`src/include/pmsf_pkg.sv`:
```
// package of constants for the power mode and supply-fail controller
// assumes a 25 MHz core clock and an 8 kHz ring clock sampled as an input
package pmsf_pkg;
	// ------------------------------------------------------------------
	// register offsets (byte addresses)
	// ------------------------------------------------------------------
	localparam logic [7:0] ADDR_CLOCK_CTRL = 8'h00;
	localparam logic [7:0] ADDR_POWER_CTRL = 8'h04;
	localparam logic [7:0] ADDR_STATUS = 8'h08;
	localparam logic [7:0] ADDR_MASK = 8'h0c;
	localparam logic [7:0] ADDR_WAKE_PERIOD = 8'h10;
	localparam logic [7:0] ADDR_MODE = 8'h14;
	// ------------------------------------------------------------------
	// field positions
	// ------------------------------------------------------------------
	localparam int CK_IDLE = 0;
	localparam int CK_STOP = 1;
	localparam int CK_HIGH_VOLTAGE_REGULATOR_ENABLE = 2;
	localparam int CK_PERF = 3;
	localparam int PW_MONDIS = 0;
	localparam int PW_INTV_LO = 1;
	localparam int ST_WARN = 0;
	localparam int ST_WAKE = 1;
	localparam int ST_FLASHBLK = 2;
	localparam int ST_SUPRST = 3;
	// ------------------------------------------------------------------
	// reset values
	// ------------------------------------------------------------------
	localparam logic [31:0] RST_POWER_CTRL = 32'h0000_0001;
	localparam logic [15:0] RST_WAKE_PERIOD = 16'hffff;
	localparam logic [3:0] RST_MASK = 4'h0;
	// ------------------------------------------------------------------
	// timing
	// ------------------------------------------------------------------
	localparam int CLK_MHZ = 25;
	localparam int XTAL_MHZ = 12;
	localparam int EXIT_XTAL_CYC = 20;
	// less than 20 crystal cycles, rounded down to core cycles
	localparam int EXIT_CORE_CYC = (EXIT_XTAL_CYC - 1) * CLK_MHZ / XTAL_MHZ;
	localparam int WARMUP_CYC = 4000;
	localparam int WARN_QUAL_CYC = 250;
	localparam int INTV_SHIFT_BASE = 11;
	localparam logic [15:0] BOOT_ADDR = 16'h8000;
	typedef enum logic [3:0] {
		PM_OFF = 4'h0,
		PM_PUMP3 = 4'h1,
		PM_PUMP2 = 4'h2,
		PM_RUN = 4'h3,
		PM_IDLE = 4'h4,
		PM_STOP = 4'h5,
		PM_WARM = 4'h6,
		PM_SFRST = 4'h7,
		PM_EXTRST = 4'h8
	} pmsf_state_e;
endpackage : pmsf_pkg

```
`src/core/pmsf_top.sv`:
```
// power mode, stop/idle control and supply-fail response
// assumes synchronous comparator inputs and a 1-cycle ring tick input
//
// Notes on behaviour
// - regulator on and performance set give full crystal clock, flash allowed
// - regulator on, performance clear: crystal over three, flash allowed
// - both clear gives green mode, divide by three, flash blocked
// - writing idle bit enters idle, clocks and monitor keep running
// - enabled interrupt ends idle and hardware clears the idle bit
// - stop halts CPU, keeps state, wakes on io, warning or reset
// - ring-clocked wake timer, 125us steps, expiry ends stop
// - monitor disable acts only in stop and resets to one
// - stop with monitor disabled makes no warning and no reset
// - after supply reset, sample always or every 2^11..2^13 ring ticks
// - each periodic sample powers detection two ring cycles; here a sample found low at its first ring tick powers it one
// - good sample plus third ring period, warm-up, restart at 8000h
// - pin or watchdog reset keeps analog on, exits under 20 crystal cycles
// - supply in warning band for qualification time sets flag and interrupt
// - below reset threshold: CPU reset, backup regulator, periodic monitor
// - below power-on threshold the device stays held in reset
// - power-up order ring and triple pump, then monitor, doubler, LDO and crystal together
// - stop warning with monitor on: regulator, crystal, exit after warm-up
//
// Local design decisions: the address map and the AXI4-Lite slave port.
`timescale 1ns/1ps
module pmsf_top
	import pmsf_pkg::*;
#(
	parameter int WARMUP = WARMUP_CYC,
	parameter int WARN_QUAL = WARN_QUAL_CYC
) (
	input wire logic CORE_CLK,
	input wire logic RST,
	input wire logic [7:0] S_AXI_AWADDR,
	input wire logic S_AXI_AWVALID,
	output logic S_AXI_AWREADY,
	input wire logic [31:0] S_AXI_WDATA,
	input wire logic [3:0] S_AXI_WSTRB,
	input wire logic S_AXI_WVALID,
	output logic S_AXI_WREADY,
	output logic [1:0] S_AXI_BRESP,
	output logic S_AXI_BVALID,
	input wire logic S_AXI_BREADY,
	input wire logic [7:0] S_AXI_ARADDR,
	input wire logic S_AXI_ARVALID,
	output logic S_AXI_ARREADY,
	output logic [31:0] S_AXI_RDATA,
	output logic [1:0] S_AXI_RRESP,
	output logic S_AXI_RVALID,
	input wire logic S_AXI_RREADY,
	input wire logic RING_TICK,
	input wire logic ABOVE_POR,
	input wire logic ABOVE_RST,
	input wire logic ABOVE_WARN,
	input wire logic PUMP3_GOOD,
	input wire logic PUMP2_GOOD,
	input wire logic REG_GOOD,
	input wire logic EXT_RESET_REQ,
	input wire logic WDT_RESET_REQ,
	input wire logic IO_IRQ,
	input wire logic CPU_IRQ_ANY,
	input wire logic FLASH_PROG_REQ,
	output logic FLASH_PROG_OK,
	output logic [1:0] SYSCLK_DIV_SEL,
	output logic CPU_RESET,
	output logic CPU_HALT,
	output logic [15:0] CPU_START_ADDR,
	output logic RING_EN,
	output logic PUMP3_EN,
	output logic MONITOR_EN,
	output logic PUMP2_EN,
	output logic LDO_EN,
	output logic XTAL_EN,
	output logic BACKUP_REG_EN,
	output logic IRQ
);
	// ------------------------------------------------------------------
	// state
	// ------------------------------------------------------------------
	pmsf_state_e state_ff, nxt_state;
	logic idle_ff, stop_ff, high_voltage_regulator_enable_ff, perf_ff, mondis_ff;
	logic [1:0] intv_ff;
	logic [15:0] wake_per_ff, wake_cnt_ff, nxt_wake_cnt;
	logic [3:0] status_ff, mask_ff, nxt_status;
	logic [13:0] ring_cnt_ff, nxt_ring_cnt;
	logic [1:0] samp_ff, nxt_samp;
	logic [15:0] tmr_ff, nxt_tmr;
	logic [15:0] qual_ff;
	logic sup_boot_ff;
	logic wake_warm_ff;
	logic aw_ok_ff, w_ok_ff, bvalid_ff, rvalid_ff;
	logic [7:0] awaddr_ff;
	logic [31:0] wdata_ff, rdata_ff;
	logic wstrb0_ff;

	// ------------------------------------------------------------------
	// register bus decode
	// ------------------------------------------------------------------
	wire do_write = aw_ok_ff && w_ok_ff && !bvalid_ff;
	wire do_read = S_AXI_ARVALID && !rvalid_ff;
	wire wr_ck = do_write && awaddr_ff == ADDR_CLOCK_CTRL;
	wire wr_pw = do_write && awaddr_ff == ADDR_POWER_CTRL;
	wire wr_mask = do_write && awaddr_ff == ADDR_MASK;
	wire wr_wake = do_write && awaddr_ff == ADDR_WAKE_PERIOD;
	wire rd_status = do_read && S_AXI_ARADDR == ADDR_STATUS;
	wire wr_hit = wr_ck | wr_pw | wr_mask | wr_wake |
		(awaddr_ff == ADDR_STATUS) | (awaddr_ff == ADDR_MODE);
	wire [7:0] ra = S_AXI_ARADDR;
	wire rd_hit = ra == ADDR_CLOCK_CTRL || ra == ADDR_POWER_CTRL ||
		ra == ADDR_STATUS || ra == ADDR_MASK || ra == ADDR_WAKE_PERIOD ||
		ra == ADDR_MODE;
	wire [31:0] ck_word = {28'h0, perf_ff, high_voltage_regulator_enable_ff, stop_ff, idle_ff};
	wire [31:0] pw_word = {29'h0, intv_ff, mondis_ff};
	wire [31:0] mode_word = {12'h0, CPU_START_ADDR, state_ff};
	wire [31:0] rd_word =
		ra == ADDR_CLOCK_CTRL ? ck_word :
		ra == ADDR_POWER_CTRL ? pw_word :
		ra == ADDR_STATUS ? {28'h0, status_ff} :
		ra == ADDR_MASK ? {28'h0, mask_ff} :
		ra == ADDR_WAKE_PERIOD ? {16'h0, wake_per_ff} :
		ra == ADDR_MODE ? mode_word : 32'h0;

	assign S_AXI_AWREADY = !aw_ok_ff;
	assign S_AXI_WREADY = !w_ok_ff;
	assign S_AXI_ARREADY = !rvalid_ff;
	assign S_AXI_BVALID = bvalid_ff;
	assign S_AXI_RVALID = rvalid_ff;
	assign S_AXI_RDATA = rdata_ff;
	logic bslv_ff, rslv_ff;
	assign S_AXI_BRESP = bslv_ff ? 2'h2 : 2'h0;
	assign S_AXI_RRESP = rslv_ff ? 2'h2 : 2'h0;

	always_ff @(posedge CORE_CLK) begin
		if (RST) begin
			aw_ok_ff <= 1'b0;
			w_ok_ff <= 1'b0;
			bvalid_ff <= 1'b0;
			rvalid_ff <= 1'b0;
			bslv_ff <= 1'b0;
			rslv_ff <= 1'b0;
			awaddr_ff <= 8'h00;
			wdata_ff <= 32'h0;
			wstrb0_ff <= 1'b0;
			rdata_ff <= 32'h0;
		end else begin
			if (S_AXI_AWVALID && !aw_ok_ff) begin
				aw_ok_ff <= 1'b1;
				awaddr_ff <= S_AXI_AWADDR;
			end
			if (S_AXI_WVALID && !w_ok_ff) begin
				w_ok_ff <= 1'b1;
				wdata_ff <= S_AXI_WDATA;
				wstrb0_ff <= S_AXI_WSTRB[0];
			end
			if (do_write) begin
				bvalid_ff <= 1'b1;
				bslv_ff <= !wr_hit;
			end else if (bvalid_ff && S_AXI_BREADY) begin
				bvalid_ff <= 1'b0;
				aw_ok_ff <= 1'b0;
				w_ok_ff <= 1'b0;
			end
			if (do_read) begin
				rvalid_ff <= 1'b1;
				rdata_ff <= rd_word;
				rslv_ff <= !rd_hit;
			end else if (S_AXI_RREADY) begin
				rvalid_ff <= 1'b0;
			end
		end
	end

	// ------------------------------------------------------------------
	// mode decode
	// ------------------------------------------------------------------
	wire running = state_ff == PM_RUN || state_ff == PM_IDLE;
	wire in_stop = state_ff == PM_STOP;
	// low byte lane carries every control bit but the wake period, so only strobe 0 matters; wake period writes ignore the strobes
	wire wr_lane0 = wstrb0_ff;
	wire prog_allowed = high_voltage_regulator_enable_ff;
	assign FLASH_PROG_OK = prog_allowed && running && FLASH_PROG_REQ;
	// 00 full crystal, 01 crystal over three
	assign SYSCLK_DIV_SEL = (high_voltage_regulator_enable_ff && perf_ff) ? 2'h0 : 2'h1;
	wire flash_block_ev = FLASH_PROG_REQ && !prog_allowed && running;
	// monitor is gated only while stopped
	wire mon_live = !(in_stop && mondis_ff);
	wire band_warn = ABOVE_RST && !ABOVE_WARN;
	wire warn_qual = qual_ff >= 16'(WARN_QUAL);
	wire warn_ev = mon_live && band_warn && warn_qual && (running || in_stop)
		&& qual_ff == 16'(WARN_QUAL);
	wire sup_fail = !ABOVE_RST && mon_live && state_ff != PM_OFF
		&& state_ff != PM_SFRST;
	wire wake_exp = in_stop && wake_cnt_ff == 16'h0 && RING_TICK;
	wire [13:0] intv_len = 14'(1) << (INTV_SHIFT_BASE + int'(intv_ff) - 1);
	wire samp_slot = intv_ff == 2'h0 || ring_cnt_ff == 14'h0;
	wire ext_rst = EXT_RESET_REQ || WDT_RESET_REQ;

	// ------------------------------------------------------------------
	// sequencer
	// ------------------------------------------------------------------
	always_comb begin
		nxt_state = state_ff;
		nxt_tmr = tmr_ff;
		nxt_ring_cnt = ring_cnt_ff;
		nxt_samp = samp_ff;
		nxt_wake_cnt = wake_cnt_ff;
		if (tmr_ff != 16'h0)
			nxt_tmr = tmr_ff - 16'h1;
		case (state_ff)
		PM_OFF: begin
			if (ABOVE_POR && ABOVE_RST)
				nxt_state = PM_PUMP3;
		end
		PM_PUMP3: begin
			if (PUMP3_GOOD)
				nxt_state = PM_PUMP2;
		end
		PM_PUMP2: begin
			if (PUMP2_GOOD && REG_GOOD) begin
				nxt_state = PM_WARM;
				nxt_tmr = 16'(WARMUP);
			end
		end
		PM_RUN: begin
			if (wr_ck && wr_lane0 && wdata_ff[CK_STOP])
				nxt_state = PM_STOP;
			else if (wr_ck && wr_lane0 && wdata_ff[CK_IDLE])
				nxt_state = PM_IDLE;
		end
		PM_IDLE: begin
			if (CPU_IRQ_ANY)
				nxt_state = PM_RUN;
		end
		PM_STOP: begin
			if (RING_TICK)
				nxt_wake_cnt = wake_cnt_ff - 16'h1;
			if (IO_IRQ || wake_exp || warn_ev) begin
				nxt_state = PM_WARM;
				nxt_tmr = 16'(WARMUP);
			end
		end
		PM_WARM: begin
			if (tmr_ff == 16'h0)
				nxt_state = PM_RUN;
		end
		PM_SFRST: begin
			if (RING_TICK) begin
				nxt_ring_cnt = (ring_cnt_ff == 14'h0) ? intv_len - 14'h1
					: ring_cnt_ff - 14'h1;
				// two window cycles, then a third confirming period
				if (samp_slot || samp_ff != 2'h0)
					nxt_samp = ABOVE_RST ? samp_ff + 2'h1 : 2'h0;
				if (samp_ff == 2'h2 && ABOVE_RST) begin
					nxt_state = PM_PUMP3;
					nxt_samp = 2'h0;
				end
			end
		end
		PM_EXTRST: begin
			if (!ext_rst && tmr_ff == 16'h0)
				nxt_state = PM_RUN;
		end
		default: nxt_state = PM_OFF;
		endcase
		if (!ABOVE_POR)
			nxt_state = PM_OFF;
		else if (sup_fail) begin
			nxt_state = PM_SFRST;
			nxt_samp = 2'h0;
			nxt_ring_cnt = 14'h0;
		end else if (ext_rst && running) begin
			nxt_state = PM_EXTRST;
			nxt_tmr = 16'(EXIT_CORE_CYC);
		end
		if (state_ff != PM_STOP)
			nxt_wake_cnt = wake_per_ff;
	end

	// status events: set beats the read-clear
	always_comb begin
		nxt_status = rd_status ? 4'h0 : status_ff;
		if (warn_ev)
			nxt_status[ST_WARN] = 1'b1;
		if (wake_exp)
			nxt_status[ST_WAKE] = 1'b1;
		if (flash_block_ev)
			nxt_status[ST_FLASHBLK] = 1'b1;
		if (sup_fail)
			nxt_status[ST_SUPRST] = 1'b1;
	end

	always_ff @(posedge CORE_CLK) begin
		if (RST) begin
			state_ff <= PM_OFF;
			tmr_ff <= 16'h0;
			ring_cnt_ff <= 14'h0;
			samp_ff <= 2'h0;
			wake_cnt_ff <= RST_WAKE_PERIOD;
			status_ff <= 4'h0;
			qual_ff <= 16'h0;
			sup_boot_ff <= 1'b0;
			wake_warm_ff <= 1'b0;
		end else begin
			state_ff <= nxt_state;
			tmr_ff <= nxt_tmr;
			ring_cnt_ff <= nxt_ring_cnt;
			samp_ff <= nxt_samp;
			wake_cnt_ff <= nxt_wake_cnt;
			status_ff <= nxt_status;
			// band must hold continuously before the flag sets
			qual_ff <= (band_warn && mon_live) ?
				(warn_qual ? qual_ff : qual_ff + 16'h1) : 16'h0;
			if (state_ff == PM_SFRST)
				sup_boot_ff <= 1'b1;
			else if (state_ff == PM_RUN)
				sup_boot_ff <= 1'b0;
			wake_warm_ff <= state_ff == PM_STOP ||
				(state_ff == PM_WARM && wake_warm_ff);
		end
	end

	// ------------------------------------------------------------------
	// control registers
	// ------------------------------------------------------------------
	always_ff @(posedge CORE_CLK) begin
		if (RST) begin
			idle_ff <= 1'b0;
			stop_ff <= 1'b0;
			high_voltage_regulator_enable_ff <= 1'b0;
			perf_ff <= 1'b0;
			mondis_ff <= RST_POWER_CTRL[PW_MONDIS];
			intv_ff <= 2'h0;
			mask_ff <= RST_MASK;
			wake_per_ff <= RST_WAKE_PERIOD;
		end else begin
			if (wr_ck && wr_lane0) begin
				high_voltage_regulator_enable_ff <= wdata_ff[CK_HIGH_VOLTAGE_REGULATOR_ENABLE];
				perf_ff <= wdata_ff[CK_PERF];
			end
			// bits follow the mode; hardware clears them on exit
			idle_ff <= nxt_state == PM_IDLE;
			stop_ff <= nxt_state == PM_STOP;
			if (wr_pw && wr_lane0) begin
				mondis_ff <= wdata_ff[PW_MONDIS];
				intv_ff <= wdata_ff[PW_INTV_LO +: 2];
			end
			if (wr_mask && wr_lane0)
				mask_ff <= wdata_ff[3:0];
			if (wr_wake)
				wake_per_ff <= wdata_ff[15:0];
		end
	end

	// ------------------------------------------------------------------
	// analog enables and cpu controls
	// ------------------------------------------------------------------
	wire active_analog = state_ff == PM_PUMP2 || state_ff == PM_WARM ||
		running || state_ff == PM_EXTRST;
	assign RING_EN = state_ff != PM_OFF;
	assign PUMP3_EN = state_ff != PM_OFF && !in_stop;
	assign MONITOR_EN = (state_ff == PM_SFRST) ? (samp_slot || samp_ff != 0)
		: (state_ff != PM_OFF && state_ff != PM_PUMP3 && mon_live);
	assign PUMP2_EN = active_analog;
	assign LDO_EN = active_analog;
	assign XTAL_EN = active_analog;
	assign BACKUP_REG_EN = !(running || state_ff == PM_EXTRST);
	// a wake from stop warms up with the core halted, not reset, so that
	// its registers survive; a cold start warms up held in reset
	wire warm_hold = state_ff == PM_WARM && wake_warm_ff;
	assign CPU_RESET = !(running || in_stop || warm_hold);
	assign CPU_HALT = in_stop || state_ff == PM_IDLE || warm_hold;
	assign CPU_START_ADDR = sup_boot_ff ? BOOT_ADDR : 16'h0;
	assign IRQ = |(status_ff & mask_ff);
endmodule : pmsf_top

```
`config.mk`:
```
export PLATFORM = sky130hd
export DESIGN_NAME = pmsf_top
export DESIGN_NICKNAME = d
export VERILOG_FILES = /design/src/include/pmsf_pkg.sv /design/src/core/pmsf_top.sv
export SDC_FILE = /design/constraint.sdc
export NUM_CORES = 1
export LEC_CHECK = 0
export BUFFER_PORTS_ARGS = -buffer_cell sky130_fd_sc_hd__buf_2
export CAP_MARGIN = 20
export CORE_ASPECT_RATIO = 0.5
export CORE_MARGIN = 2
export CORE_UTILIZATION = 45
export DETAILED_ROUTE_END_ITERATION = 12
export PLACE_DENSITY = 0.67
export RECOVER_POWER = 50
export SETUP_SLACK_MARGIN = 0.15
export SLEW_MARGIN = 30
export SYNTH_ARGS = -nofsm -noshare
export SYNTH_HDL_FRONTEND = slang
export SYNTH_SLANG_ARGS = --single-unit
```
`constraint.sdc`:
```
create_clock -name CORE_CLK -period 2.9 [get_ports CORE_CLK]
set_clock_uncertainty 0.15 [all_clocks]
set_input_delay 0.58 -clock CORE_CLK [delete_from_list [all_inputs] [get_ports CORE_CLK]]
set_output_delay 0.58 -clock CORE_CLK [all_outputs]
set_load 0.05 [all_outputs]
```
==> metrics.txt <==
# clock sinks=149; endpoints failing hold=0; count of different cell masters after synthesis=71; Max-Cap Viols=1; met2 wire len=7250 um; Finished Cell Area=8330 um^2; critical path class=register to output port; XOR/XNOR Fraction of Synth Area=4.64%; met3 WL post-DR=800 um; post-DR wirelength/cell=14.3 um; GR Util All Layers=19.8%; Synth Area in Compound Gates=16.0%; Root Driver=clkbuf_16; GRT Residual Overflow=0; max_slew headroom=-2.27%; Clock Path Buffers=2; Placed Area=7700 um^2; flops & latches, synth=149; Worst Path Max Fanout=12; final WL=16400 um; DRT Pass-1 Iters=6; Initial Utilization=46.3%; Site Rows=32; Final Util=53.7%; asr flop ratio synth=0%; RSZ-0062 raised after global routing=true; Iter 0 DRT Violations=329; post-DP HPWL=11600 um; top cell type's share of synthesized area=41.5%; area leader, netlist=dfxtp_1; Die Height=93.3 um; max-slew violation count=37; status=finished, violations left; mapped cell area=7180 um^2; critical path arrival=2.02 ns; Non-Filler Instances=1143; pre-CTS setup slack=0.368 ns; n_diodes=0; IO Pins=141; proportion of synthesized area in mux cells=3.24%; failing checks=capacitance limit, slew limit; hold slack=0.192 ns; layout cells sized above 1=15.2%; Final min period=2.75 ns; vias per cell=5.32; Adder-Cell Fraction of Synth Area=1.57%; Clk pin slew, worst setup/hold paths=0.06 ns; highest metal used=met4; Mapped Avg Cell Area=8.54 um^2; largest family of logic cells by synthesized area=simple AND/OR/NAND/NOR gates; total power=5.49 mW; met1 wire length=8030 um; Worst Tran Pin Value=1.53 ns; Antenna Nets Post-Route=0; hold-fix buffers at CTS=0; CTS H-tree depth=4; die area=17000 um^2; Layout area overhead=16.0%; routability cong.=0.881; Chip Width=183 um; placed cells=1108; power per cell area=659 nW/um^2; most area-consuming cells after synthesis=dfxtp_1, nor2_1, nand2_1; initial antenna violation count=0; VDD IR max=0.372 mV; min-delay worst type=input pin to register; largest net degree at the start of global routing=47; Ys Warns=0; via count=6076; Final setup viols=0; fmax=0.364 GHz; Tcrit/Tclk final=94.9%; global-route wire length before repair=27100 um; number of synthesized flops with an enable pin=0; CP Capture Type=output port; prevailing post-synth register cell=dfxtp_1; Critical path origin=state_ff[3]; PortBufs=88; drt drc=0; post-synthesis simple-gate area fraction=25.7%; worst setup margin=0.149 ns; register area share after synthesis=41.5%; static leakage=3.27 nW; total CTS buffers=17; CTS tree=done; setup_tns=0 ns; Worst setup SP type=register; worst r2r src=wake_cnt_ff[2]; worst path required time=2.17 ns; worst skew pair latency=0.42 ns; Hold Startpoint=S_AXI_RREADY; Syn Inst Count=841; vias in the first global route=5559; Final #Nets=1006; Placeable Area=15500 um^2
where the power goes:
group          total, mW  switching, mW  internal, mW
clock               2.31          0.928          1.38
sequential          2.28          0.112          2.16
combinational      0.902          0.568         0.333
cells in the final DEF (no fill, tap or decap), types with 19 or more instances in the layout:
cell,synthesis,layout
a211o_1,31,31
a21oi_1,53,53
buf_2,7,59
buf_4,38,19
clkbuf_1,30,34
conb_1,1,33
dfxtp_1,149,146
mux2i_1,21,21
nand2_1,79,79
nor2_1,119,118
nor2b_1,30,30
nor3_1,23,23
xnor2_1,20,20
kinds of logic (layout without fill, tap and decap cells):
| logic type | Yosys count | in the layout |
|---|---|---|
| other | 1 | 33 |
| XOR/XNOR | 38 | 38 |
| flip-flops | 149 | 149 |
| buffers and inverters | 94 | 160 |
| AO/OA/AOI/OAI | 162 | 162 |
| AND/OR/NAND/NOR | 365 | 365 |
| multiplexers | 23 | 23 |
| adder cells (fa/ha/maj) | 9 | 9 |
path summary, 6_finish.rpt:
kind                   to  slack, ns  depth (start not counted)
max reg2reg    tmr_ff[10]       0.49                          6
min          S_AXI_RVALID       0.19                          2
min reg2reg   qual_ff[14]       0.31                          1
max              PUMP3_EN       0.15                          5
state kept, by name (all words and copies together) (netlist names), 4 cells and up:
register / flops
qual_ff: 16
awaddr_ff: 8
ring_cnt_ff: 14
S_AXI_RDATA: 17
tmr_ff: 16
wake_cnt_ff: 16
status_ff: 4
wdata_ff: 16
state_ff: 4
wake_per_ff: 16
mask_ff: 4
Yosys cell counts (3+ instances only):
master	count
nor4_1	12
or4_1	7
xnor2_1	20
and3_1	8
a22oi_1	17
and2_1	12
nand4_1	9
a21oi_1	53
a211o_1	31
or2_2	3
a31oi_1	3
nand2_1	79
nor3b_1	4
nand2b_1	13
inv_1	15
o21a_1	4
o21ai_0	10
nand3_1	15
nor2_1	119
ha_1	9
buf_4	38
buf_2	7
a211oi_1	10
a221oi_1	8
nand3b_1	4
nor3_1	23
clkbuf_1	30
mux2i_1	21
xor2_1	18
nor2b_1	30
dfxtp_1	149
or3_1	8
nor4_2	3
per-layer routing:
metal	vias up	track usage, %
li1	3054	-
met4	0	7.46
met1	2814	26.7
met2	175	32.0
met3	33	3.47
met5	-	0
cell type report:
type | instances | area (um^2)
clock buffers | 18 | 429
clock inverters | 14 | 189
fillers | 1446 | 7170
inverters | 15 | 56.3
multi-input cells | 630 | 3830
flip-flops and latches | 149 | 2990
well taps | 204 | 255
repair buffers | 113 | 578
worst max-delay path: stages (launching register included):
cell      delay [ns]
dfxtp_1         0.43
nand2b_1        0.26
nor3b_4         0.31
clkbuf_1        0.30
a21oi_1         0.08
buf_2           0.22
what timing repair did:
| item | in CTS | in global routing |
|---|---|---|
| pin swaps | 0 | 1 |
| endpoints found under the setup margin | 2 | 6 |
| resized for setup | 4 | 6 |
| setup buffers | 0 | 3 |
| cloned | 0 | 0 |
Power figures use the tool's default switching activity.
